[src/include/naotm_pkg.sv]
// Constants, types and register map of the normalize and OR-to-memory datapath.
//
// Notes on behaviour
// - Index register update of the shift step happens in execution, not address generation.
// - One shift step is one word, one cycle on-chip, one plus waits external.
// - Repeated n times it takes n cycles, or n plus waits when external.
// - Once the magnitude bit is found, remaining repeat iterations do nothing.
// - Plain indirect form leaves the current index register unchanged.
// - Mask form ORs memory word with bit mask register; one word, PC plus one.
// - Constant form ORs memory word with the 16-bit inline constant; PC plus two.
// - OR result returns to the same address; the sum register is untouched.
// - After OR, test flag is set when the result is zero, else cleared.
// - Shift step: bits 31 and 30 equal shifts left, clears flag, modifies index.
// - A zero sum register makes the shift step set the flag without shifting.
// - Default index modification of the shift step is an increment by one.
package naotm_pkg;
	// ------------------------------------------------------------------
	// Widths
	// ------------------------------------------------------------------
	localparam int DW        = 16;
	localparam int ACC_W     = 32;
	localparam int BUS_AW    = 8;
	localparam int BUS_DW    = 32;
	localparam int NUM_IDX   = 8;
	localparam int IDX_W     = 3;
	localparam int MEM_WORDS = 16;
	localparam int MEM_IW    = 4;
	localparam int RPT_W     = 8;
	localparam int CNT_W     = 10;
	// ------------------------------------------------------------------
	// Register map and field positions
	// ------------------------------------------------------------------
	localparam logic [BUS_AW-1:0] OFS_PTR  = 8'h00;
	localparam logic [BUS_AW-1:0] OFS_MASK = 8'h04;
	localparam logic [BUS_AW-1:0] OFS_ACC  = 8'h08;
	localparam logic [BUS_AW-1:0] OFS_STAT = 8'h0C;
	localparam logic [BUS_AW-1:0] OFS_CYC  = 8'h10;
	localparam int                WORD_LSB = 2;
	localparam int                IDX_RMSB = 7;
	localparam int                IDX_RLSB = 5;
	localparam logic [2:0]        IDX_REGION = 3'h1;
	localparam int                MEM_RMSB = 7;
	localparam int                MEM_RLSB = 6;
	localparam logic [1:0]        MEM_REGION = 2'h1;
	localparam int                STAT_TC_BIT   = 0;
	localparam int                STAT_BUSY_BIT = 1;
	localparam int                STAT_STOP_BIT = 2;
	localparam int                ACC_SIGN = 31;
	localparam int                ACC_NEXT = 30;
	// ------------------------------------------------------------------
	// Reset values and cycle figures
	// ------------------------------------------------------------------
	localparam logic [ACC_W-1:0]  RST_ACC  = 32'h0000_0000;
	localparam logic [DW-1:0]     RST_WORD = 16'h0000;
	localparam logic [IDX_W-1:0]  RST_PTR  = 3'h0;
	localparam logic [CNT_W-1:0]  RUN_MASK  = 10'h001;
	localparam logic [CNT_W-1:0]  RUN_CONST = 10'h002;
	localparam logic [CNT_W-1:0]  CNT_ONE   = 10'h001;
	localparam logic [CNT_W-1:0]  CNT_ZERO  = 10'h000;
	localparam logic [1:0]        STEP_ONE  = 2'h1;
	localparam logic [1:0]        STEP_TWO  = 2'h2;
	localparam logic [1:0]        STEP_NONE = 2'h0;
	// ------------------------------------------------------------------
	// Types
	// ------------------------------------------------------------------
	typedef enum logic [1:0] {
		OP_SIGN_SHIFT_STEP     = 2'b00,
		OP_OR_MASK  = 2'b01,
		OP_OR_CONST = 2'b10
	} naotm_op_t;
	typedef enum logic [1:0] {
		IND_INC   = 2'b00,
		IND_PLAIN = 2'b01,
		IND_DEC   = 2'b10
	} naotm_ind_t;
	typedef enum logic [1:0] {
		ST_IDLE = 2'b00,
		ST_WAIT = 2'b01,
		ST_RUN  = 2'b10
	} naotm_state_t;
endpackage

[src/hdl/naotm_alu.sv]
// Combinational shift-step test and bitwise memory unit.
`timescale 1ns/10ps
module naotm_alu
	import naotm_pkg::*;
(
	input  wire logic [ACC_W-1:0] main_sum_register,
	input  wire logic [DW-1:0]    mem_word,
	input  wire logic [DW-1:0]    bit_mask_register,
	input  wire logic [DW-1:0]    inline_constant,
	input  wire logic             use_const,
	output logic                  sign_shift_step_shift,
	output logic [ACC_W-1:0]      sign_shift_step_acc,
	output logic [DW-1:0]         or_res,
	output logic                  or_zero
);
	// ------------------------------------------------------------------
	// Shift step
	// ------------------------------------------------------------------
	always_comb begin
		sign_shift_step_shift = (main_sum_register != RST_ACC) &&
			(main_sum_register[ACC_SIGN] == main_sum_register[ACC_NEXT]);
		sign_shift_step_acc   = {main_sum_register[ACC_W-2:0], 1'b0};
	end
	// ------------------------------------------------------------------
	// OR with mask or inline constant
	// ------------------------------------------------------------------
	always_comb begin
		or_res  = mem_word | (use_const ? inline_constant : bit_mask_register);
		or_zero = (or_res == RST_WORD);
	end
endmodule

[src/hdl/naotm_core.sv]
// Sequencer and register file of the normalize and OR-to-memory datapath.
//
// Added by the designer: the plain strobed port and the placing of the registers.
`timescale 1ns/10ps
module naotm_core
	import naotm_pkg::*;
#(
	parameter int PROG_WAIT = 1
)
(
	input  wire logic              sys_clk,
	input  wire logic              rst_n,
	input  wire logic [BUS_AW-1:0] bus_addr,
	input  wire logic [BUS_DW-1:0] bus_wdata,
	input  wire logic              bus_wr,
	input  wire logic              bus_rd,
	output logic [BUS_DW-1:0]      bus_rdata,
	input  wire logic              ins_valid,
	input  wire logic [1:0]        ins_op,
	input  wire logic [1:0]        ins_mode,
	input  wire logic              ins_indirect,
	input  wire logic [DW-1:0]     ins_dma,
	input  wire logic [DW-1:0]     ins_const,
	input  wire logic              ins_ext,
	input  wire logic [RPT_W-1:0]  ins_rpt,
	output logic                   ins_ready,
	output logic                   ins_done,
	output logic [1:0]             pc_step,
	output logic                   test_flag
);
	// ------------------------------------------------------------------
	// Declarations
	// ------------------------------------------------------------------
	naotm_state_t      state;
	naotm_op_t         cur_op;
	naotm_ind_t        cur_mode;
	logic              cur_ind;
	logic [IDX_W-1:0]  cur_ptr;
	logic [MEM_IW-1:0] op_addr;
	logic [DW-1:0]     cur_const;
	logic              sign_shift_step_stop;
	logic [CNT_W-1:0]  wait_cnt;
	logic [CNT_W-1:0]  run_cnt;
	logic [CNT_W-1:0]  busy_cnt;
	logic [CNT_W-1:0]  last_cycles;
	logic [ACC_W-1:0]  main_sum_register;
	logic [DW-1:0]     bit_mask_register;
	logic [IDX_W-1:0]  pointer_select;
	logic [DW-1:0]     indexing_register [NUM_IDX];
	logic [DW-1:0]     data_mem [MEM_WORDS];
	logic              accept;
	logic              last_run;
	logic              sign_shift_step_exec;
	logic              or_exec;
	logic              ar_mod;
	logic [DW-1:0]     ar_delta;
	logic [CNT_W-1:0]  next_run;
	logic [CNT_W-1:0]  next_wait;
	logic [CNT_W-1:0]  prog_wait;
	logic              sign_shift_step_shift;
	logic [ACC_W-1:0]  sign_shift_step_acc;
	logic [DW-1:0]     or_res;
	logic              or_zero;
	logic              hit_idx;
	logic              hit_mem;
	logic [IDX_W-1:0]  bus_idx;
	logic [MEM_IW-1:0] bus_mem;

	// ------------------------------------------------------------------
	// Issue and cycle accounting
	// ------------------------------------------------------------------
	assign accept    = ins_valid && ins_ready;
	assign prog_wait = CNT_W'(PROG_WAIT);
	assign last_run  = (state == ST_RUN) && (run_cnt == CNT_ONE);
	assign sign_shift_step_exec = (state == ST_RUN) && (cur_op == OP_SIGN_SHIFT_STEP) && !sign_shift_step_stop;
	assign or_exec   = last_run && (cur_op != OP_SIGN_SHIFT_STEP);

	always_comb begin
		unique case (naotm_op_t'(ins_op))
			OP_OR_MASK:  next_run = RUN_MASK;
			OP_OR_CONST: next_run = RUN_CONST;
			default:     next_run = (ins_rpt == '0) ? CNT_ONE : CNT_W'(ins_rpt);
		endcase
		if (!ins_ext) begin
			next_wait = CNT_ZERO;
		end else if (naotm_op_t'(ins_op) == OP_OR_CONST) begin
			next_wait = CNT_W'(prog_wait + prog_wait);
		end else begin
			next_wait = prog_wait;
		end
	end

	always_ff @(posedge sys_clk or negedge rst_n) begin
		if (!rst_n) begin
			state    <= ST_IDLE;
			wait_cnt <= CNT_ZERO;
			run_cnt  <= CNT_ZERO;
		end else begin
			unique case (state)
				ST_IDLE: begin
					if (accept) begin
						wait_cnt <= next_wait;
						run_cnt  <= next_run;
						state    <= (next_wait != CNT_ZERO) ? ST_WAIT : ST_RUN;
					end
				end
				ST_WAIT: begin
					wait_cnt <= CNT_W'(wait_cnt - CNT_ONE);
					if (wait_cnt == CNT_ONE) begin
						state <= ST_RUN;
					end
				end
				ST_RUN: begin
					run_cnt <= CNT_W'(run_cnt - CNT_ONE);
					if (run_cnt == CNT_ONE) begin
						state <= ST_IDLE;
					end
				end
				default: state <= ST_IDLE;
			endcase
		end
	end

	always_ff @(posedge sys_clk or negedge rst_n) begin
		if (!rst_n) begin
			cur_op    <= OP_SIGN_SHIFT_STEP;
			cur_mode  <= IND_INC;
			cur_ind   <= 1'b0;
			cur_ptr   <= RST_PTR;
			op_addr   <= '0;
			cur_const <= RST_WORD;
		end else if (accept) begin
			cur_op    <= naotm_op_t'(ins_op);
			cur_mode  <= naotm_ind_t'(ins_mode);
			cur_ind   <= ins_indirect;
			cur_ptr   <= pointer_select;
			cur_const <= ins_const;
			op_addr   <= ins_indirect ? indexing_register[pointer_select][MEM_IW-1:0]
				: ins_dma[MEM_IW-1:0];
		end
	end

	always_ff @(posedge sys_clk or negedge rst_n) begin
		if (!rst_n) begin
			ins_ready <= 1'b1;
			ins_done  <= 1'b0;
			pc_step   <= STEP_NONE;
		end else begin
			ins_done <= last_run;
			if (accept) begin
				ins_ready <= 1'b0;
			end else if (last_run) begin
				ins_ready <= 1'b1;
			end
			if (last_run) begin
				pc_step <= (cur_op == OP_OR_CONST) ? STEP_TWO : STEP_ONE;
			end else begin
				pc_step <= STEP_NONE;
			end
		end
	end

	always_ff @(posedge sys_clk or negedge rst_n) begin
		if (!rst_n) begin
			busy_cnt    <= CNT_ZERO;
			last_cycles <= CNT_ZERO;
		end else begin
			if (accept) begin
				busy_cnt <= CNT_ONE;
			end else if (!ins_ready) begin
				busy_cnt <= CNT_W'(busy_cnt + CNT_ONE);
			end
			if (last_run) begin
				last_cycles <= busy_cnt;
			end
		end
	end

	// ------------------------------------------------------------------
	// Datapath
	// ------------------------------------------------------------------
	naotm_alu u_alu (
		.main_sum_register (main_sum_register),
		.mem_word          (data_mem[op_addr]),
		.bit_mask_register (bit_mask_register),
		.inline_constant   (cur_const),
		.use_const         (cur_op == OP_OR_CONST),
		.sign_shift_step_shift        (sign_shift_step_shift),
		.sign_shift_step_acc          (sign_shift_step_acc),
		.or_res            (or_res),
		.or_zero           (or_zero)
	);

	// Clearing the stop mark on issue gives each repeat block a fresh search.
	always_ff @(posedge sys_clk or negedge rst_n) begin
		if (!rst_n) begin
			sign_shift_step_stop <= 1'b0;
		end else if (accept) begin
			sign_shift_step_stop <= 1'b0;
		end else if (sign_shift_step_exec && !sign_shift_step_shift) begin
			sign_shift_step_stop <= 1'b1;
		end
	end

	always_ff @(posedge sys_clk or negedge rst_n) begin
		if (!rst_n) begin
			test_flag <= 1'b0;
		end else if (sign_shift_step_exec) begin
			test_flag <= !sign_shift_step_shift;
		end else if (or_exec) begin
			test_flag <= or_zero;
		end
	end

	// The execution path wins over a software write in the same cycle.
	always_ff @(posedge sys_clk or negedge rst_n) begin
		if (!rst_n) begin
			main_sum_register <= RST_ACC;
		end else if (sign_shift_step_exec && sign_shift_step_shift) begin
			main_sum_register <= sign_shift_step_acc;
		end else if (bus_wr && bus_addr == OFS_ACC) begin
			main_sum_register <= bus_wdata;
		end
	end

	always_ff @(posedge sys_clk or negedge rst_n) begin
		if (!rst_n) begin
			bit_mask_register <= RST_WORD;
			pointer_select    <= RST_PTR;
		end else if (bus_wr) begin
			if (bus_addr == OFS_MASK) begin
				bit_mask_register <= bus_wdata[DW-1:0];
			end
			if (bus_addr == OFS_PTR) begin
				pointer_select <= bus_wdata[IDX_W-1:0];
			end
		end
	end

	// Index register modification happens only in the run state, never at issue; bus writes can land in any state.
	assign ar_mod   = ((sign_shift_step_exec && sign_shift_step_shift) || (or_exec && cur_ind)) &&
		(cur_mode != IND_PLAIN);
	assign ar_delta = (cur_mode == IND_DEC) ? {DW{1'b1}} : {{(DW-1){1'b0}}, 1'b1};
	assign hit_idx  = bus_addr[IDX_RMSB:IDX_RLSB] == IDX_REGION;
	assign hit_mem  = bus_addr[MEM_RMSB:MEM_RLSB] == MEM_REGION;
	assign bus_idx  = bus_addr[WORD_LSB+IDX_W-1:WORD_LSB];
	assign bus_mem  = bus_addr[WORD_LSB+MEM_IW-1:WORD_LSB];

	generate
		for (genvar i = 0; i < NUM_IDX; i++) begin : g_idx
			always_ff @(posedge sys_clk or negedge rst_n) begin
				if (!rst_n) begin
					indexing_register[i] <= RST_WORD;
				end else if (ar_mod && cur_ptr == IDX_W'(i)) begin
					indexing_register[i] <= DW'(indexing_register[i] + ar_delta);
				end else if (bus_wr && hit_idx && bus_idx == IDX_W'(i)) begin
					indexing_register[i] <= bus_wdata[DW-1:0];
				end
			end
		end
		for (genvar j = 0; j < MEM_WORDS; j++) begin : g_mem
			always_ff @(posedge sys_clk or negedge rst_n) begin
				if (!rst_n) begin
					data_mem[j] <= RST_WORD;
				end else if (or_exec && op_addr == MEM_IW'(j)) begin
					data_mem[j] <= or_res;
				end else if (bus_wr && hit_mem && bus_mem == MEM_IW'(j)) begin
					data_mem[j] <= bus_wdata[DW-1:0];
				end
			end
		end
	endgenerate

	// ------------------------------------------------------------------
	// Register read port
	// ------------------------------------------------------------------
	always_ff @(posedge sys_clk or negedge rst_n) begin
		if (!rst_n) begin
			bus_rdata <= '0;
		end else if (bus_rd) begin
			bus_rdata <= '0;
			if (bus_addr == OFS_PTR) begin
				bus_rdata[IDX_W-1:0] <= pointer_select;
			end else if (bus_addr == OFS_MASK) begin
				bus_rdata[DW-1:0] <= bit_mask_register;
			end else if (bus_addr == OFS_ACC) begin
				bus_rdata <= main_sum_register;
			end else if (bus_addr == OFS_STAT) begin
				bus_rdata[STAT_TC_BIT]   <= test_flag;
				bus_rdata[STAT_BUSY_BIT] <= !ins_ready;
				bus_rdata[STAT_STOP_BIT] <= sign_shift_step_stop;
			end else if (bus_addr == OFS_CYC) begin
				bus_rdata[CNT_W-1:0] <= last_cycles;
			end else if (hit_idx) begin
				bus_rdata[DW-1:0] <= indexing_register[bus_idx];
			end else if (hit_mem) begin
				bus_rdata[DW-1:0] <= data_mem[bus_mem];
			end
		end else begin
			bus_rdata <= '0;
		end
	end

	// ------------------------------------------------------------------
	// Checks
	// ------------------------------------------------------------------
	logic [CNT_W-1:0] exp_cycles;
	logic [CNT_W-1:0] obs_cycles;
	logic [DW-1:0]    cur_ar;
	assign cur_ar = indexing_register[cur_ptr];

	always_ff @(posedge sys_clk or negedge rst_n) begin
		if (!rst_n) begin
			exp_cycles <= CNT_ZERO;
			obs_cycles <= CNT_ZERO;
		end else if (accept) begin
			exp_cycles <= CNT_W'(next_run + next_wait);
			obs_cycles <= CNT_ONE;
		end else if (!ins_ready) begin
			obs_cycles <= CNT_W'(obs_cycles + CNT_ONE);
		end
	end
endmodule

[config.mk]
export PLATFORM = sky130hd
export DESIGN_NAME = naotm_core
export DESIGN_NICKNAME = d
export VERILOG_FILES = /design/src/include/naotm_pkg.sv /design/src/hdl/naotm_alu.sv /design/src/hdl/naotm_core.sv
export SDC_FILE = /design/constraint.sdc
export NUM_CORES = 2
export LEC_CHECK = 0
export ABC_CLOCK_PERIOD_IN_PS = 9900
export BUFFER_PORTS_ARGS = -buffer_cell sky130_fd_sc_hd__buf_2
export CAP_MARGIN = 40
export CORE_AREA = 8 8 302 304
export DETAILED_ROUTE_END_ITERATION = 6
export DIE_AREA = 0 0 310 312
export PLACE_DENSITY_LB_ADDON = 0.2
export SLEW_MARGIN = 20
export SYNTH_ARGS = -nofsm -noshare
export SYNTH_HDL_FRONTEND = slang
export SYNTH_SLANG_ARGS = --single-unit
[constraint.sdc]
create_clock -name sys_clk -period 9.9 [get_ports sys_clk]
set_input_delay 1.98 -clock sys_clk [delete_from_list [all_inputs] [get_ports sys_clk]]
set_output_delay 1.98 -clock sys_clk [all_outputs]
set_load 0.05 [all_outputs]
==> results.tsv <==
metric	value	unit
setup total negative slack	0	ps
CTS sink cnt	543	
LEAKAGE	15.9	nW
sequential power share	0.386	
Crit Path Category	flop to flop	
Clk Latency, worst-skew pair	620	ps
met2 GRT Util	0.366	
Yosys warning count	0	
fin cells	4605	
setup ws final	5160	ps
Avg WL per Cell	26.2	um
GPL Wtd Cong	0.884	
fraction of registers with async set/reset	1.00	
cts repair resizes	0	
post-synthesis sequential area ratio	0.397	
max_cap viols	0	
FP Rows	108	
Period minus WS final	4740	ps
antenna viol nets, final	0	
CP Data Arrival Time	5210	ps
vias in the first global route	27200	
Die W	310	um
CTS buffer count	68	
GRT Util Overall	0.246	
Worst-path clk slew	60	ps
Worst Hold Class	flop to flop	
Mapped Nets	3559	
Slew Limit Fails	0	
#FFs+latches synth	543	
Vias/cell	6.13	
status	complete, no violations	
core box area	86200	um^2
sw power	3.18	mW
pre-CTS WS	4620	ps
initial core utilization	0.397	
Peak supply drop	0.121	mV
Mapped Cells	3452	
Cells after DPL	4475	
layout overhead on the synthesized area	11.8	%
PortBufs	115	
die area	96700	um^2
Combinational Power Share	0.317	
wirelength, routed	121	mm
Hold Vio Cnt, Final	0	
Max clock buf depth	3	
P_int	5.22	mW
relative slew slack	0.339	
# setup viols final	0	
period utilisation layout	0.479	
busiest grt layer	met2	
grt met1 use	0.357	
share of cells above drive strength 1	0.226	
DRT iter0 DRCs	3037	
Power Dens Cells	219	nW/um^2
Cell Area, Synth	34300	um^2
RSZ-0062 raised after global routing	false	
root buf cell	clkbuf_16	
initial antenna violation count	6	
Pre-Repair DR Iteration Count	5	
Die Y-Extent	312	um
TritonCTS clock tree	yes	
Post-CTS Hold Buffers	0	
Global Route met3 Usage	0.0475	
first-pass GRT wire length	182	mm
Core Util, Final	0.444	
postcts setup bufs	0	
number of enable flip-flop cells after synthesis	0	
Mean Syn Cell Area	9.92	um^2
Sw Ratio	0.379	
Layout Nets	3501	
DRC Markers	0	
Distinct cells, synth	85	
Ports	128	
CP Data Required Time	10370	ps
vias	28200	
Worst setup SP type	flop	
grt ovf	0	
upper clock frequency limit	211	MHz
Worst Max-Slew Pin Slew	992	ps
largest net degree at the start of global routing	153	
hpwl dp	81.4	mm
Setup Skew	35.3	ps
htree depth	3	
Main synth FF type	dfrtp_1	
CP Max Fanout	33	
crit end category	flop	
clock share of power	0.297	
Hold Slack	490	ps
worst paths after layout:
check / start / to / slack, ps / cells after the start
hold reg to reg: busy_cnt[9] / busy_cnt[9] / 490 / 1
setup reg to reg: op_addr[0] / test_flag / 5160 / 7
min in group asynchronous: rst_n / indexing_register[84] / 1280 / 1
max in group asynchronous: rst_n / data_mem[31] / 6900 / 5
hold / removal: busy_cnt[9] / busy_cnt[9] / 490 / 1
setup / recovery: op_addr[0] / test_flag / 5160 / 7
power groups by stage:
stage,sequential [mW],combinational [mW],clock [mW]
2_1_floorplan,2.93,2.07,0
3_3_place_gp,3.27,2.56,0
3_5_place_dp,3.26,2.62,0
4_1_cts,3.23,2.63,2.54
5_1_grt,3.31,2.90,2.62
6_report,3.24,2.67,2.50
final cells by class:
class / count / area (um^2)
Multi-Input combinational cell: 2526 / 19200
Timing Repair Buffer: 225 / 1730
Sequential cell: 543 / 13600
Clock buffer: 101 / 2010
Clock inverter: 21 / 211
Tap cell: 1155 / 1450
Fill cell: 8363 / 47900
Inverter: 30 / 113
Antenna cell: 4 / 10.0
stage by stage:
step | power [mW] | instance area, um^2
2_1_floorplan | 5.00 | 34300
3_3_place_gp | 5.83 | 35500
3_5_place_dp | 5.88 | 36000
6_report | 8.40 | 38300
4_1_cts | 8.40 | 38200
5_1_grt | 8.83 | 38300
cell usage in the layout (no fill, tap or decap), drive strengths merged, types with 9 or more instances in the layout:
master / synthesis / routed
a211oi: 106 / 106
a21oi: 255 / 255
a221o: 11 / 11
a221oi: 14 / 14
a22o: 10 / 10
a22oi: 97 / 97
a31oi: 28 / 28
and2: 25 / 25
and3: 29 / 29
buf: 89 / 225
clkbuf: 264 / 101
clkinv: 0 / 16
dfrtp: 542 / 542
ha: 16 / 16
inv: 30 / 34
mux2: 224 / 224
mux2i: 75 / 75
mux4: 170 / 170
nand2: 315 / 315
nand2b: 14 / 14
nand3: 57 / 57
nand3b: 11 / 11
nand4: 30 / 30
nor2: 237 / 237
nor2b: 122 / 122
nor3: 69 / 69
nor3b: 9 / 9
nor4: 39 / 39
nor4b: 9 / 9
o211ai: 20 / 20
o21ai: 235 / 235
o221ai: 11 / 11
o22ai: 16 / 16
o31ai: 12 / 12
or3: 24 / 24
or4: 17 / 17
xnor2: 63 / 63
xor2: 59 / 59
layer usage:
layer  routed length (um)  share of wire
met5                   17        0.00014
met4                 4180          0.035
met3                 9900          0.082
met2                53400           0.44
met1                53400           0.44
Yosys cell counts, types with 7 or more instances:
| library cell | instances | share of area |
|---|---|---|
| a211oi_1 | 101 | 0.022 |
| a21oi_1 | 255 | 0.037 |
| a221o_1 | 11 | 0.0032 |
| a221oi_1 | 14 | 0.0036 |
| a22o_1 | 10 | 0.0026 |
| a22oi_1 | 97 | 0.021 |
| a31oi_1 | 26 | 0.0047 |
| a41oi_1 | 7 | 0.0018 |
| and2_1 | 23 | 0.0042 |
| and3_1 | 29 | 0.0053 |
| buf_1 | 22 | 0.0024 |
| buf_2 | 59 | 0.0086 |
| clkbuf_1 | 264 | 0.029 |
| dfrtp_1 | 542 | 0.40 |
| ha_1 | 16 | 0.0058 |
| inv_1 | 28 | 0.0031 |
| mux2_2 | 224 | 0.074 |
| mux2i_1 | 75 | 0.022 |
| mux4_2 | 167 | 0.11 |
| nand2_1 | 315 | 0.035 |
| nand2b_1 | 14 | 0.0026 |
| nand3_1 | 57 | 0.0083 |
| nand3b_1 | 11 | 0.0024 |
| nand4_1 | 30 | 0.0055 |
| nor2_1 | 237 | 0.026 |
| nor2b_1 | 122 | 0.022 |
| nor3_1 | 65 | 0.0095 |
| nor3b_1 | 8 | 0.0018 |
| nor4_1 | 35 | 0.0064 |
| nor4b_1 | 8 | 0.0020 |
| o211ai_1 | 20 | 0.0044 |
| o21ai_0 | 161 | 0.024 |
| o21ai_1 | 74 | 0.011 |
| o221ai_1 | 11 | 0.0028 |
| o22ai_1 | 16 | 0.0029 |
| o31ai_1 | 11 | 0.0024 |
| or3_1 | 24 | 0.0044 |
| or4_1 | 17 | 0.0037 |
| xnor2_1 | 63 | 0.016 |
| xor2_1 | 59 | 0.015 |
worst max-delay path: stages, from the launching register on:
cell      delay, ps
dfrtp_4         900
buf_4           650
mux4_2          640
a221oi_1        620
and3_1          750
and4_1          310
nand4_1         180
o31ai_2         480
kinds of logic (layout without fill, tap and decap cells):
kind of cell	count (synthesis)	after routing	share of synthesized area
AND/OR/NAND/NOR	1029	1029	0.148
multiplexers	469	469	0.208
XOR/XNOR	122	122	0.0312
adder cells (fa/ha/maj)	16	16	0.00584
flip-flops	543	543	0.397
AO/OA/AOI/OAI	890	890	0.165
buffers and inverters	383	377	0.0457
other	0	4	0
flip-flops by register name, indices dropped and copies added, names as in the netlist:
| name | cells |
|---|---|
| pointer_select | 3 |
| cur_const | 16 |
| pc_step | 2 |
| ins_done | 1 |
| data_mem | 256 |
| bus_rdata | 32 |
| bit_mask_register | 16 |
| wait_cnt | 10 |
| last_cycles | 10 |
| op_addr | 4 |
| busy_cnt | 10 |
| test_flag | 1 |
| main_sum_register | 32 |
| cur_ptr | 3 |
| cur_op | 2 |
| state | 2 |
| sign_shift_step_stop | 1 |
| ins_ready | 1 |
| cur_mode | 2 |
| cur_ind | 1 |
| run_cnt | 10 |
| indexing_register | 128 |
No activity file was read; power rests on OpenSTA's default activity.
